**src/common/seq_pkg.sv**
```systemverilog
/*
  package of the multi segment position sequencer: register map, field layout,
  reset values, mode encodings and timing counts.
  assumes a 100 MHz core clock and 32-bit classic wishbone.
*/
package seq_pkg;
  // ----------------------------------------------------------------------
  // register offsets (byte addresses)
  // ----------------------------------------------------------------------
  localparam logic [7:0] ctrl_addr       = 8'h00;
  localparam logic [7:0] end_count_addr  = 8'h04;
  localparam logic [7:0] wait_time_addr  = 8'h08;
  localparam logic [7:0] status_addr     = 8'h0c;
  localparam logic [7:0] irq_status_addr = 8'h10;
  localparam logic [7:0] irq_mask_addr   = 8'h14;
  localparam logic [7:0] seg_base_addr   = 8'h40;
  localparam int         seg_max         = 16;

  // ----------------------------------------------------------------------
  // ctrl fields
  // ----------------------------------------------------------------------
  localparam int mode_lsb       = 0;
  localparam int resume_bit     = 2;
  localparam int unit_bit       = 3;
  localparam logic [1:0] mode_reset   = 2'h1;
  localparam logic       resume_reset = 1'b0;
  localparam logic       unit_reset   = 1'b0;
  localparam logic [4:0] end_count_reset = 5'h01;
  localparam logic [4:0] end_count_min   = 5'h01;
  localparam logic [4:0] end_count_max   = 5'h10;

  // run modes
  localparam logic [1:0] mode_single     = 2'h0;
  localparam logic [1:0] mode_cyclic     = 2'h1;
  localparam logic [1:0] mode_di_switch  = 2'h2;
  localparam logic [1:0] mode_sequential = 2'h3;
  localparam logic       resume_continue = 1'b0;
  localparam logic       resume_restart  = 1'b1;

  // interrupt bits
  localparam int irq_seg_done  = 0;
  localparam int irq_round_end = 1;
  localparam int irq_stopped   = 2;
  localparam int irq_width     = 3;

  // ----------------------------------------------------------------------
  // timing
  // ----------------------------------------------------------------------
  localparam int clk_mhz      = 100;
  localparam int ms_in_us     = 1000;
  localparam int ms_cycles    = clk_mhz * ms_in_us;
  localparam int s_in_ms      = 1000;

  typedef enum logic [2:0] {st_idle, st_run, st_decel, st_wait, st_servo_off, st_done} seq_state_e;
endpackage

```
**src/logic/multi_segment_position_sequencer.sv**
```systemverilog
/*
  multi segment position sequencer: steps the axis through stored segments,
  wishbone register file, sticky interrupts.
  assumes the position loop answers a segment start with a done pulse and a
  stop request with a stopped pulse; pin inputs are asynchronous.
*/
// Summary of operation
// - run mode 0 runs one round of segments and then halts without restarting.
// - after a segment ends the segment index increments by itself.
// - in single mode a programmable wait is inserted between segments.
// - the run enable is a level; running proceeds only while it is held high.
// - positioning complete is raised when each segment completes.
// - dropping run enable mid segment discards the rest, decelerates, then raises complete.
// - on re-enable the start segment is chosen by the resume policy, except in run mode 2, where it always continues.
// - servo enable loss during a segment or deceleration stops the motor by the servo off method and leaves complete low.
// - direction select is latched at segment start and ignored while it runs.
// - one round runs segments 0 up to the end count minus 1 once each.
// - run mode codes: 0 single, 1 cyclic, 2 input switched, 3 sequential.
// - end count accepts 1 to 16 segments per round.
// - the wait applies only in modes 0 and 1, in ms or s units.
`timescale 1ns/1ps
`default_nettype none
module multi_segment_position_sequencer
  import seq_pkg::*;
#(
  parameter int disp_width = 32,
  parameter int ms_count   = seq_pkg::ms_cycles
)(
  input  wire logic                  core_clk_in,
  input  wire logic                  nrst_in,
  input  wire logic                  ce_in,
  input  wire logic                  wb_cyc_in,
  input  wire logic                  wb_stb_in,
  input  wire logic                  wb_we_in,
  input  wire logic [7:0]            wb_adr_in,
  input  wire logic [3:0]            wb_sel_in,
  input  wire logic [31:0]           wb_dat_in,
  output logic      [31:0]           wb_dat_out,
  output logic                       wb_ack_out,
  input  wire logic                  segment_run_enable_in,
  input  wire logic                  servo_enable_in,
  input  wire logic                  direction_select_input_in,
  input  wire logic                  seg_done_in,
  input  wire logic                  stopped_in,
  output logic                       seg_start_out,
  output logic      [disp_width-1:0] seg_disp_out,
  output logic                       seg_dir_out,
  output logic                       decel_stop_out,
  output logic                       servo_off_stop_out,
  output logic                       positioning_complete_out,
  output logic      [3:0]            seg_index_out,
  output logic                       irq_out
);
  import seq_pkg::*;

  // ----------------------------------------------------------------------
  // registers and state
  // ----------------------------------------------------------------------
  logic [1:0]            segment_run_mode;
  logic                  resume_policy;
  logic                  wait_time_unit;
  logic [4:0]            end_segment_count;
  logic [15:0]           wait_time;
  logic [disp_width-1:0] seg_mem [seg_max];
  logic [irq_width-1:0]  irq_status;
  logic [irq_width-1:0]  irq_mask;
  seq_state_e            state;
  logic [3:0]            idx;
  logic [15:0]           wait_cnt;
  logic                  round_end;
  logic                  interrupted;
  logic [2:0]            pins;
  logic                  run_en;
  logic                  servo_en;
  logic                  dir_sel;
  logic                  tick;

  seq_state_e            next_state;
  logic [3:0]            next_idx;
  logic [15:0]           next_wait_cnt;
  logic                  next_round_end;
  logic                  next_interrupted;
  logic                  next_start;
  logic                  next_dir;
  logic                  next_complete;
  logic [irq_width-1:0]  ev;

  seq_sync #(.width(3)) u_sync (
    .core_clk_in (core_clk_in),
    .nrst_in     (nrst_in),
    .ce_in       (ce_in),
    .d_in        ({segment_run_enable_in, servo_enable_in, direction_select_input_in}),
    .q_out       (pins)
  );
  assign run_en   = pins[2];
  assign servo_en = pins[1];
  assign dir_sel  = pins[0];

  seq_tick #(.ms_count(ms_count)) u_tick (
    .core_clk_in (core_clk_in),
    .nrst_in     (nrst_in),
    .ce_in       (ce_in),
    .run_in      (state == st_wait),
    .unit_in     (wait_time_unit),
    .tick_out    (tick)
  );

  function automatic logic [3:0] last_index(input logic [4:0] cnt);
    last_index = 4'(cnt - 5'h01);
  endfunction

  function automatic logic wait_applies(input logic [1:0] mode);
    wait_applies = (mode == mode_single) || (mode == mode_cyclic);
  endfunction

  // ----------------------------------------------------------------------
  // sequencer
  // ----------------------------------------------------------------------
  always_comb
  begin
    next_state     = state;
    next_idx       = idx;
    next_wait_cnt  = wait_cnt;
    next_round_end = round_end;
    next_interrupted = interrupted;
    next_start     = 1'b0;
    next_dir       = seg_dir_out;
    next_complete  = positioning_complete_out;
    ev             = '0;
    unique case (state)
      st_idle, st_done:
      begin
        if (run_en && servo_en && !(state == st_done && round_end))
        begin
          // restart policy
          // policy only applies to a resume after an abandoned run, not to normal stepping
          if (interrupted && resume_policy == resume_restart && segment_run_mode != mode_di_switch)
            next_idx = '0;
          next_interrupted = 1'b0;
          next_round_end = 1'b0;
          next_start     = 1'b1;
          next_dir       = dir_sel;
          next_complete  = 1'b0;
          next_state     = st_run;
        end
        else if (state == st_done && !run_en)
          next_round_end = 1'b0;
      end
      st_run:
      begin
        if (!servo_en)
        begin
          next_state = st_servo_off;
        end
        else if (!run_en)
        begin
          next_state = st_decel;
        end
        else if (seg_done_in)
        begin
          next_complete = 1'b1;
          ev[irq_seg_done] = 1'b1;
          if (idx >= last_index(end_segment_count))
          begin
            next_idx = '0;
            ev[irq_round_end] = 1'b1;
            if (segment_run_mode == mode_single)
            begin
              next_round_end = 1'b1;
              next_state     = st_done;
            end
            else
              next_state = st_wait;
          end
          else
          begin
            next_idx   = idx + 4'h1;
            next_state = st_wait;
          end
          next_wait_cnt = wait_time;
          // wait only in modes 0 and 1
          if (next_state == st_wait && (!wait_applies(segment_run_mode) || wait_time == '0))
          begin
            next_state = st_idle;
          end
        end
      end
      st_wait:
      begin
        if (!servo_en || !run_en)
        begin
          next_state       = st_idle;
          next_interrupted = 1'b1;
        end
        else if (tick)
        begin
          next_wait_cnt = wait_cnt - 16'h0001;
          if (wait_cnt == 16'h0001)
            next_state = st_idle;
        end
      end
      st_decel:
      begin
        next_interrupted = 1'b1;
        if (!servo_en)
          next_state = st_servo_off;
        else if (stopped_in)
        begin
          next_complete = 1'b1;
          ev[irq_stopped] = 1'b1;
          next_state = st_done;
        end
      end
      st_servo_off:
      begin
        next_interrupted = 1'b1;
        if (stopped_in)
        begin
          next_complete = 1'b0;
          ev[irq_stopped] = 1'b1;
          next_state = st_idle;
        end
      end
    endcase
  end

  always_ff @(posedge core_clk_in)
  begin
    if (!nrst_in)
    begin
      state                    <= st_idle;
      idx                      <= '0;
      wait_cnt                 <= '0;
      round_end                <= 1'b0;
      interrupted              <= 1'b0;
      seg_start_out            <= 1'b0;
      seg_dir_out              <= 1'b0;
      positioning_complete_out <= 1'b0;
      decel_stop_out           <= 1'b0;
      servo_off_stop_out       <= 1'b0;
      seg_index_out            <= '0;
      seg_disp_out             <= '0;
    end
    else if (ce_in)
    begin
      state                    <= next_state;
      idx                      <= next_idx;
      wait_cnt                 <= next_wait_cnt;
      round_end                <= next_round_end;
      interrupted              <= next_interrupted;
      seg_start_out            <= next_start;
      seg_dir_out              <= next_dir;
      positioning_complete_out <= next_complete;
      decel_stop_out           <= (next_state == st_decel);
      servo_off_stop_out       <= (next_state == st_servo_off);
      seg_index_out            <= next_idx;
      seg_disp_out             <= seg_mem[next_idx];
    end
  end

  // ----------------------------------------------------------------------
  // wishbone slave and interrupts
  // ----------------------------------------------------------------------
  logic                 req;
  logic                 wr;
  logic [31:0]          rdata;
  logic [irq_width-1:0] next_irq_status;

  assign req = wb_cyc_in && wb_stb_in && !wb_ack_out;
  assign wr  = req && wb_we_in;

  always_comb
  begin
    rdata = 32'h0000_0000;
    if (wb_adr_in >= seg_base_addr)
      rdata = 32'(seg_mem[wb_adr_in[5:2]]);
    else
      unique case (wb_adr_in)
        ctrl_addr:       rdata = {28'h0, wait_time_unit, resume_policy, segment_run_mode};
        end_count_addr:  rdata = {27'h0, end_segment_count};
        wait_time_addr:  rdata = {16'h0, wait_time};
        status_addr:     rdata = {24'h0, positioning_complete_out, 3'(state), idx};
        irq_status_addr: rdata = {29'h0, irq_status};
        irq_mask_addr:   rdata = {29'h0, irq_mask};
        default:         rdata = 32'h0000_0000;
      endcase
    // set wins over write-one-clear
    next_irq_status = irq_status | ev;
    if (wr && wb_adr_in == irq_status_addr && wb_sel_in[0])
      next_irq_status = (irq_status & ~wb_dat_in[irq_width-1:0]) | ev;
  end

  always_ff @(posedge core_clk_in)
  begin
    if (!nrst_in)
    begin
      wb_ack_out        <= 1'b0;
      wb_dat_out        <= '0;
      segment_run_mode  <= mode_reset;
      resume_policy     <= resume_reset;
      wait_time_unit    <= unit_reset;
      end_segment_count <= end_count_reset;
      wait_time         <= '0;
      irq_status        <= '0;
      irq_mask          <= '0;
      irq_out           <= 1'b0;
    end
    else if (ce_in)
    begin
      wb_ack_out <= req;
      wb_dat_out <= req ? rdata : 32'h0000_0000;
      irq_status <= next_irq_status;
      irq_out    <= |(next_irq_status & irq_mask);
      if (wr && wb_sel_in[0])
      begin
        unique case (wb_adr_in)
          ctrl_addr:
          begin
            segment_run_mode <= wb_dat_in[mode_lsb +: 2];
            resume_policy    <= wb_dat_in[resume_bit];
            wait_time_unit   <= wb_dat_in[unit_bit];
          end
          end_count_addr:
            if (wb_dat_in[4:0] >= end_count_min && wb_dat_in[4:0] <= end_count_max)
              end_segment_count <= wb_dat_in[4:0];
          irq_mask_addr:   irq_mask <= wb_dat_in[irq_width-1:0];
          default:
          begin
          end
        endcase
      end
      if (wr && wb_adr_in == wait_time_addr && wb_sel_in[1:0] == 2'h3)
        wait_time <= wb_dat_in[15:0];
    end
  end

  always_ff @(posedge core_clk_in)
  begin
    if (ce_in && wr && wb_adr_in >= seg_base_addr && wb_sel_in == 4'hf)
      seg_mem[wb_adr_in[5:2]] <= wb_dat_in[disp_width-1:0];
  end
endmodule // multi_segment_position_sequencer
`default_nettype wire

```
**src/logic/seq_sync.sv**
```systemverilog
/*
  two flip-flop synchroniser for a vector of pin levels.
  assumes the core clock and synchronous active low reset.
*/
`timescale 1ns/1ps
`default_nettype none
module seq_sync #(
  parameter int width = 3
)(
  input  wire logic             core_clk_in,
  input  wire logic             nrst_in,
  input  wire logic             ce_in,
  input  wire logic [width-1:0] d_in,
  output logic      [width-1:0] q_out
);
  logic [width-1:0] meta;

  always_ff @(posedge core_clk_in)
  begin
    if (!nrst_in)
    begin
      meta  <= '0;
      q_out <= '0;
    end
    else if (ce_in)
    begin
      meta  <= d_in;
      q_out <= meta;
    end
  end
endmodule // seq_sync
`default_nettype wire

```
**src/logic/seq_tick.sv**
```systemverilog
/*
  time base: one pulse per millisecond, or per second when unit is set.
  assumes the core clock and synchronous active low reset.
*/
`timescale 1ns/1ps
`default_nettype none
module seq_tick
  import seq_pkg::*;
#(
  parameter int ms_count = ms_cycles,
  parameter int s_count  = s_in_ms
)(
  input  wire logic core_clk_in,
  input  wire logic nrst_in,
  input  wire logic ce_in,
  input  wire logic run_in,
  input  wire logic unit_in,
  output logic      tick_out
);
  logic [16:0] cyc;
  logic [9:0]  msc;
  logic [16:0] next_cyc;
  logic [9:0]  next_msc;
  logic        next_tick;

  always_comb
  begin
    next_cyc  = cyc;
    next_msc  = msc;
    next_tick = 1'b0;
    if (!run_in)
    begin
      next_cyc = '0;
      next_msc = '0;
    end
    else if (cyc == 17'(ms_count - 1))
    begin
      next_cyc = '0;
      if (!unit_in)
        next_tick = 1'b1;
      else if (msc == 10'(s_count - 1))
      begin
        next_msc  = '0;
        next_tick = 1'b1;
      end
      else
        next_msc = msc + 10'h001;
    end
    else
      next_cyc = cyc + 17'h00001;
  end

  always_ff @(posedge core_clk_in)
  begin
    if (!nrst_in)
    begin
      cyc      <= '0;
      msc      <= '0;
      tick_out <= 1'b0;
    end
    else if (ce_in)
    begin
      cyc      <= next_cyc;
      msc      <= next_msc;
      tick_out <= next_tick;
    end
  end
endmodule // seq_tick
`default_nettype wire
```
**config.mk**
```make
export PLATFORM = sky130hd
export DESIGN_NAME = multi_segment_position_sequencer
export DESIGN_NICKNAME = d
export VERILOG_FILES = /design/src/common/seq_pkg.sv /design/src/logic/multi_segment_position_sequencer.sv /design/src/logic/seq_sync.sv /design/src/logic/seq_tick.sv
export SDC_FILE = /design/constraint.sdc
export NUM_CORES = 1
export LEC_CHECK = 0
export ABC_CLOCK_PERIOD_IN_PS = 4870
export BUFFER_PORTS_ARGS = -buffer_cell sky130_fd_sc_hd__buf_2
export CORE_MARGIN = 2
export CORE_UTILIZATION = 58
export CTS_BUF_LIST = sky130_fd_sc_hd__clkbuf_8
export DETAILED_ROUTE_END_ITERATION = 12
export PLACE_DENSITY = 0.82
export SYNTH_ARGS = -nofsm -noshare
export SYNTH_HDL_FRONTEND = slang
export SYNTH_SLANG_ARGS = --single-unit
```
**constraint.sdc**
```tcl
create_clock -name core_clk_in -period 4.87 [get_ports core_clk_in]
set_clock_uncertainty 0.2 [all_clocks]
set_input_delay 0.2435 -clock core_clk_in [delete_from_list [all_inputs] [get_ports core_clk_in]]
set_output_delay 0.2435 -clock core_clk_in [all_outputs]
set_load 0.005 [all_outputs]
```
# After elaboration in Yosys (flattened, before gate mapping)
# Memories as Yosys holds them, arrays and structs flattened. A register that Yosys moved wholly into a read port is not among the register bits.
# Cells that the tools add are included.
# word_totals
regBits	129
latchBits	0
ramBits	512
rom_bits	0
word_cells	199
n_memories	1
# op_classes
n_addsub	5
multipliers	0
div_mod_pow	0
magnitude_cmp	4
n_eq_ne	35
shift	0
muxes	75
bitwise_logic	5
reduce_logical	49
# mem_list
memory	depth	width	read_ports	rd_clocked_by_memory_dff	wr	line	text
seg_mem	16	32	2	1	1	multi_segment_position_sequencer.sv:64	logic [disp_width-1:0] seg_mem [seg_max];
# op_table
operator	count
case mux 16 bit (6 select lines)	1
2-to-1 mux 16 bit	5
2-to-1 mux 32 bit	2
2-to-1 mux 3 bit	18
2-to-1 mux 10 bit	4
2-to-1 mux 17 bit	2
case mux 16 bit (2 select lines)	1
2-to-1 mux 1 bit	26
2-to-1 mux 4 bit	6
inequality test 2 bit, second input constant	12
logical AND 1 bit	19
adder 17 x 1 -> 17 bit, second input constant	1
== test 17 bit, second input constant	1
== test 16 x 1 -> 1 bit, second input constant	1
== test 8 x 4 -> 1 bit, second input constant	2
== test 8 x 5 -> 1 bit, second input constant	2
logical NOT 16 bit	1
subtractor 16 x 1 -> 16 bit, second input constant	1
case mux 3 bit (5 select lines)	1
== test 3 x 2 -> 1 bit, second input constant	4
AND reduction 3 bit	4
adder 10 x 1 -> 10 bit, second input constant	1
== test 10 bit, second input constant	1
== test 3 bit, second input constant	3
36 further kinds	54

# Depth between registers and ports, before layout
# depth
depth_word	15
mapped_depth	14
ltp_nobuf	11

# Hierarchy
# From an unflattened synthesis, not the netlist that was laid out.
# unflattened
cells_unflattened	2443
hier_area_um2	31652.9
# modules_own_cells
mod	instances	cells_per_inst	area_each_um2
multi_segment_position_sequencer	1	2252	30015.0
seq_tick	1	172	1408.9
seq_sync	1	19	229.0

# Least setup slack after synthesis
# OpenSTA, ideal clock, no wires.
# synth_timing
path_kind	in2reg
startpoint	input wb_adr_in[2]
endpoint	memory seg_mem[1][0] (enable)
setup_ps	461
arrival_time_ps	3927
t_required_ps	4209
setup_slack_ps	282
cell_stages	7
path_buffers	4
cell_sequence	buf_2 -> clkbuf_1 -> clkbuf_1 -> buf_2 -> nor2b_1 -> nand2_1 -> nor3_1
# synth_between
elab_chain_len	5
# synth_lines
item	line	text
start, declared	multi_segment_position_sequencer.sv:35	input wire logic [7:0] wb_adr_in,
greater-or-equal comparator 8 x 7 -> 1 bit	multi_segment_position_sequencer.sv:339	if (ce_in && wr && wb_adr_in >= seg_base_addr && wb_sel_in == 4'hf)
logical AND 1 bit (2 in a row)	multi_segment_position_sequencer.sv:339	
2-to-1 mux 1 bit	multi_segment_position_sequencer.sv:339	
2-to-1 mux 1 bit (not written as such)	multi_segment_position_sequencer.sv:340	seg_mem[wb_adr_in[5:2]] <= wb_dat_in[disp_width-1:0];
end, declared	multi_segment_position_sequencer.sv:64	
# Several ways; a longest one is shown, not always the timed one.

# Worst setup path in the final report
# layout_timing
startpoint	register end_segment_count[0]
endpoint	register seg_disp_out[17], read port of seg_mem
# layout_between
elab_chain_len	7
# layout_lines
item	line	text
start, declared	multi_segment_position_sequencer.sv:62	logic [4:0] end_segment_count;
start signal, assigned	multi_segment_position_sequencer.sv:302	end_segment_count <= end_count_reset;
start signal, assigned	multi_segment_position_sequencer.sv:325	end_segment_count <= wb_dat_in[4:0];
subtractor 4 x 1 -> 4 bit	multi_segment_position_sequencer.sv:109	last_index = 4'(cnt - 5'h01);
greater-or-equal comparator 4 bit	multi_segment_position_sequencer.sv:163	if (idx >= last_index(end_segment_count))
2-to-1 mux 4 bit	multi_segment_position_sequencer.sv:163	
2-to-1 mux 4 bit	multi_segment_position_sequencer.sv:159	else if (seg_done_in)
2-to-1 mux 4 bit	multi_segment_position_sequencer.sv:155	else if (!run_en)
2-to-1 mux 4 bit	multi_segment_position_sequencer.sv:151	if (!servo_en)
case mux 4 bit (2 select lines)	multi_segment_position_sequencer.sv:130	unique case (state)
end, declared	multi_segment_position_sequencer.sv:46	output logic [disp_width-1:0] seg_disp_out,
# No other way between the ends.
# A chain may end at the register's enable or synchronous reset.

==> flow_summary.ini <==
[synth]
yosysSeqAreaShare = 0.565
synth_top_family_by_area = compound AO/OA/AOI/OAI gates
synth_compound_area_frac = 0.151
synth_ff_type = edfxtp_1
yosys_warnings = 0
postSynthCellCount = 2540
ys_ff_latch = 673
synth_common_cells = edfxtp_1 (512), clkbuf_1 (192), mux4_2 (164)
synth_edf_count = 512
avgSynthCellArea_um2 = 13.0
ys_async_sr_fraction = 0
synthMuxAreaShare = 0.138
synth_nets = 2605
netlist.area_leader.share = 0.467
yosys.area_share.xor_xnor = 0.00532
synth_area_leaders = edfxtp_1 (47%), mux4_2 (11%), dfxtp_1 (9.8%), mux2i_1 (2.6%), clkbuf_1 (2.2%)
synth.most_common_cell = edfxtp_1
yosys.area_share.adder = 0.00380
yosys.area_share.simple = 0.0983
yosys.area.top_type = edfxtp_1
synthDistinctLibCells = 89
syn-cell-area_um2 = 32900

[drt]
num_vias = 26208
wl_um = 103000
drc = 0
drtIter0Drc = 4208
first_pass_iters = 6
drt-vias-per-instance = 7.51
avgRoutedWirePerCell_um = 29.5
drt.antenna.violating_nets = 0

[pwr]
intPower_mw = 9.10
p_sw_mw = 2.74
switching_share = 0.231
irDropWorstVdd_uv = 245
p_leak_nw = 12.5
seq_power_share = 0.528
p_per_area_nw_per_um2 = 319
p_clk_frac = 0.412
pwr-share-comb = 0.060
power_mw = 11.8

[placed_design]
io_buffers = 129
gp_congestion = 0.870
hpwl_um = 57100

[finish]
fin_nets = 2704
drive_gt1_frac = 0.205
fin_util = 0.660
fill_cells = 3846
syn2layout_area_growth_pct = 12.9

[clock_network]
path_clk_slew_ns = 0.07
cts-htree-levels = 3
post_cts_resized = 0
clk_latency_ns = 0.75
tritoncts = done
cts_buffers = 109
cts_sinks = 673
cts.path.max_buffers = 3
postCtsSetupBuffers = 0
cts_root_buf = clkbuf_8

[setup_path]
crit_fanout = 33
cp-start-kind = register
r2r-start = end_segment_count[0]$_SDFFE_PN1P_
crit_arrival_ns = 4.51
critical_path_required_ns = 5.28
end_kind = register
critPathKind = reg -> reg
worstRegToRegCells = 13
regToRegSetupSlack_ns = 0.77
reg2reg_to = seg_disp_out[17]$_SDFFE_PN0P_

[status]
status = finished clean

[sta]
final-hold-violation-count = 0
tightest_slew_ns = 1.28
slew_headroom = 0.145
rsz0062_at_grt = no
slew_viol_final = 0
fin_crit_ns = 4.10
period_share = 0.842
setup_viol = 0
max_freq_mhz = 244
fin_tns_setup_ns = 0

[grt]
grt_overflow = 0
grt_pass1_vias = 26092
grt_first_pass_wirelength_um = 154000
antenna_found_initial = 4
track_usage = 0.343
grt_max_degree = 161

[worst_hold_path]
whs_path_depth = 5
hold_end = wb_dat_out[3]$_SDFFE_PN0P_
worstHoldStart = wb_adr_in[0]
holdCritPathClass = in -> reg

[job]
cap_violations = 0

[die]
start_util = 0.585
num_rows = 87
die-height_um = 242
dieWidth_um = 242
io-pin-count = 130
core_um2 = 56300
dieArea_um2 = 58700
## registers in the layout, summed over array words and instances, names as in the netlist, 2 cells and up
| name | cells |
|---|---|
| wait_time | 16 |
| end_segment_count | 5 |
| u_tick.msc | 10 |
| u_sync.meta | 3 |
| seg_disp_out | 32 |
| irq_status | 3 |
| irq_mask | 3 |
| segment_run_mode | 2 |
| state | 3 |
| wb_dat_out | 32 |
| wait_cnt | 16 |
| u_tick.cyc | 17 |
| seg_mem | 512 |
| idx | 4 |
| u_sync.q_out | 3 |
## layer usage
metal  share of wire  up-vias  routed length (um)  global-route usage
li1                -    10614                   -                   -
met1            0.34    12508               35200               0.439
met2            0.45     2585               46200               0.521
met3            0.15      497               15900               0.117
met4           0.055        4                5690               0.179
met5         0.00026        -                  27                   0
## critical path, cell delays in order (launching register included)
cell and delay [ns]:
dfxtp_1 0.39, inv_1 0.09, ha_1 0.21, xnor2_1 0.12, ha_1 0.20, nor3_1 0.24, o21ai_0 0.25, a2111oi_2 0.60
nor2_2 0.09, buf_4 0.35, nor3_4 0.24, buf_4 0.53, a32oi_1 0.23, o2bb2ai_1 0.18
## what timing repair did
action                     CTS  global route
setup endpoints to repair    0             0
hold buffers                51             0
hold endpoints to repair   591             0
## how the worst max path moves through the flow
stage,startpoint,endpoint,cells past startpoint
3_5_place_dp,state[2]$_SDFFE_PN0P_,seg_disp_out[25]$_SDFFE_PN0P_,8
3_3_place_gp,state[2]$_SDFFE_PN0P_,seg_disp_out[25]$_SDFFE_PN0P_,8
5_1_grt,end_segment_count[0]$_SDFFE_PN1P_,seg_disp_out[24]$_SDFFE_PN0P_,13
6_report,end_segment_count[0]$_SDFFE_PN1P_,seg_disp_out[17]$_SDFFE_PN0P_,13
2_1_floorplan,wb_adr_in[2],seg_mem[1][0]$_DFFE_PP_,7
4_1_cts,state[2]$_SDFFE_PN0P_,seg_disp_out[25]$_SDFFE_PN0P_,8
## per-stage QoR
step / worst slack [ns] / hold slack (ns) / instance area (um^2) / instances
after floorplan: 0.282 / 0.142 / 32900 / 2540
after global placement: 0.972 / 0.259 / 34400 / 3232
final: 0.770 / 0.102 / 37200 / 3490
after global routing: 0.609 / 0.138 / 37200 / 3490
after detailed placement: 0.826 / 0.269 / 34400 / 3232
after CTS: 0.845 / 0.0701 / 37100 / 3487
## cell families after synthesis
family	Yosys count
flops	673
compound gates	671
simple gates	603
buf+inv	314
mux	249
xor+xnor	20
fa+ha+maj	10
## cell type report
cell class                 count  area (um^2)  area share
clock buffer                 128         1760      0.0474
clock inverter                76          435      0.0117
inverter                      55          206     0.00555
sequential                   673        18600       0.500
timing repair buffer         247         1950      0.0524
antenna                        2         5.00    0.000135
tap                          756          946      0.0255
multi-input combinational   1553        13300       0.357
## placed cells by master, fill, tap and decap left out, drive strengths merged, types with 101 or more instances in the layout
master / n
inv: 101
o21ai: 112
a31oi: 103
clkbuf: 129
edfxtp: 512
nand2: 164
buf: 195
mux4: 164
nand4: 104
dfxtp: 161
## power by group through the flow
stage / logic, mW / clock network (mW) / registers (mW)
6_report: 0.708 / 4.88 / 6.25
2_1_floorplan: 0.384 / 0 / 6.35
3_5_place_dp: 0.656 / 0 / 6.37
3_3_place_gp: 0.639 / 0 / 6.37
4_1_cts: 0.690 / 4.91 / 6.25
5_1_grt: 0.739 / 5.15 / 6.25
Power figures use the tool's default switching activity.
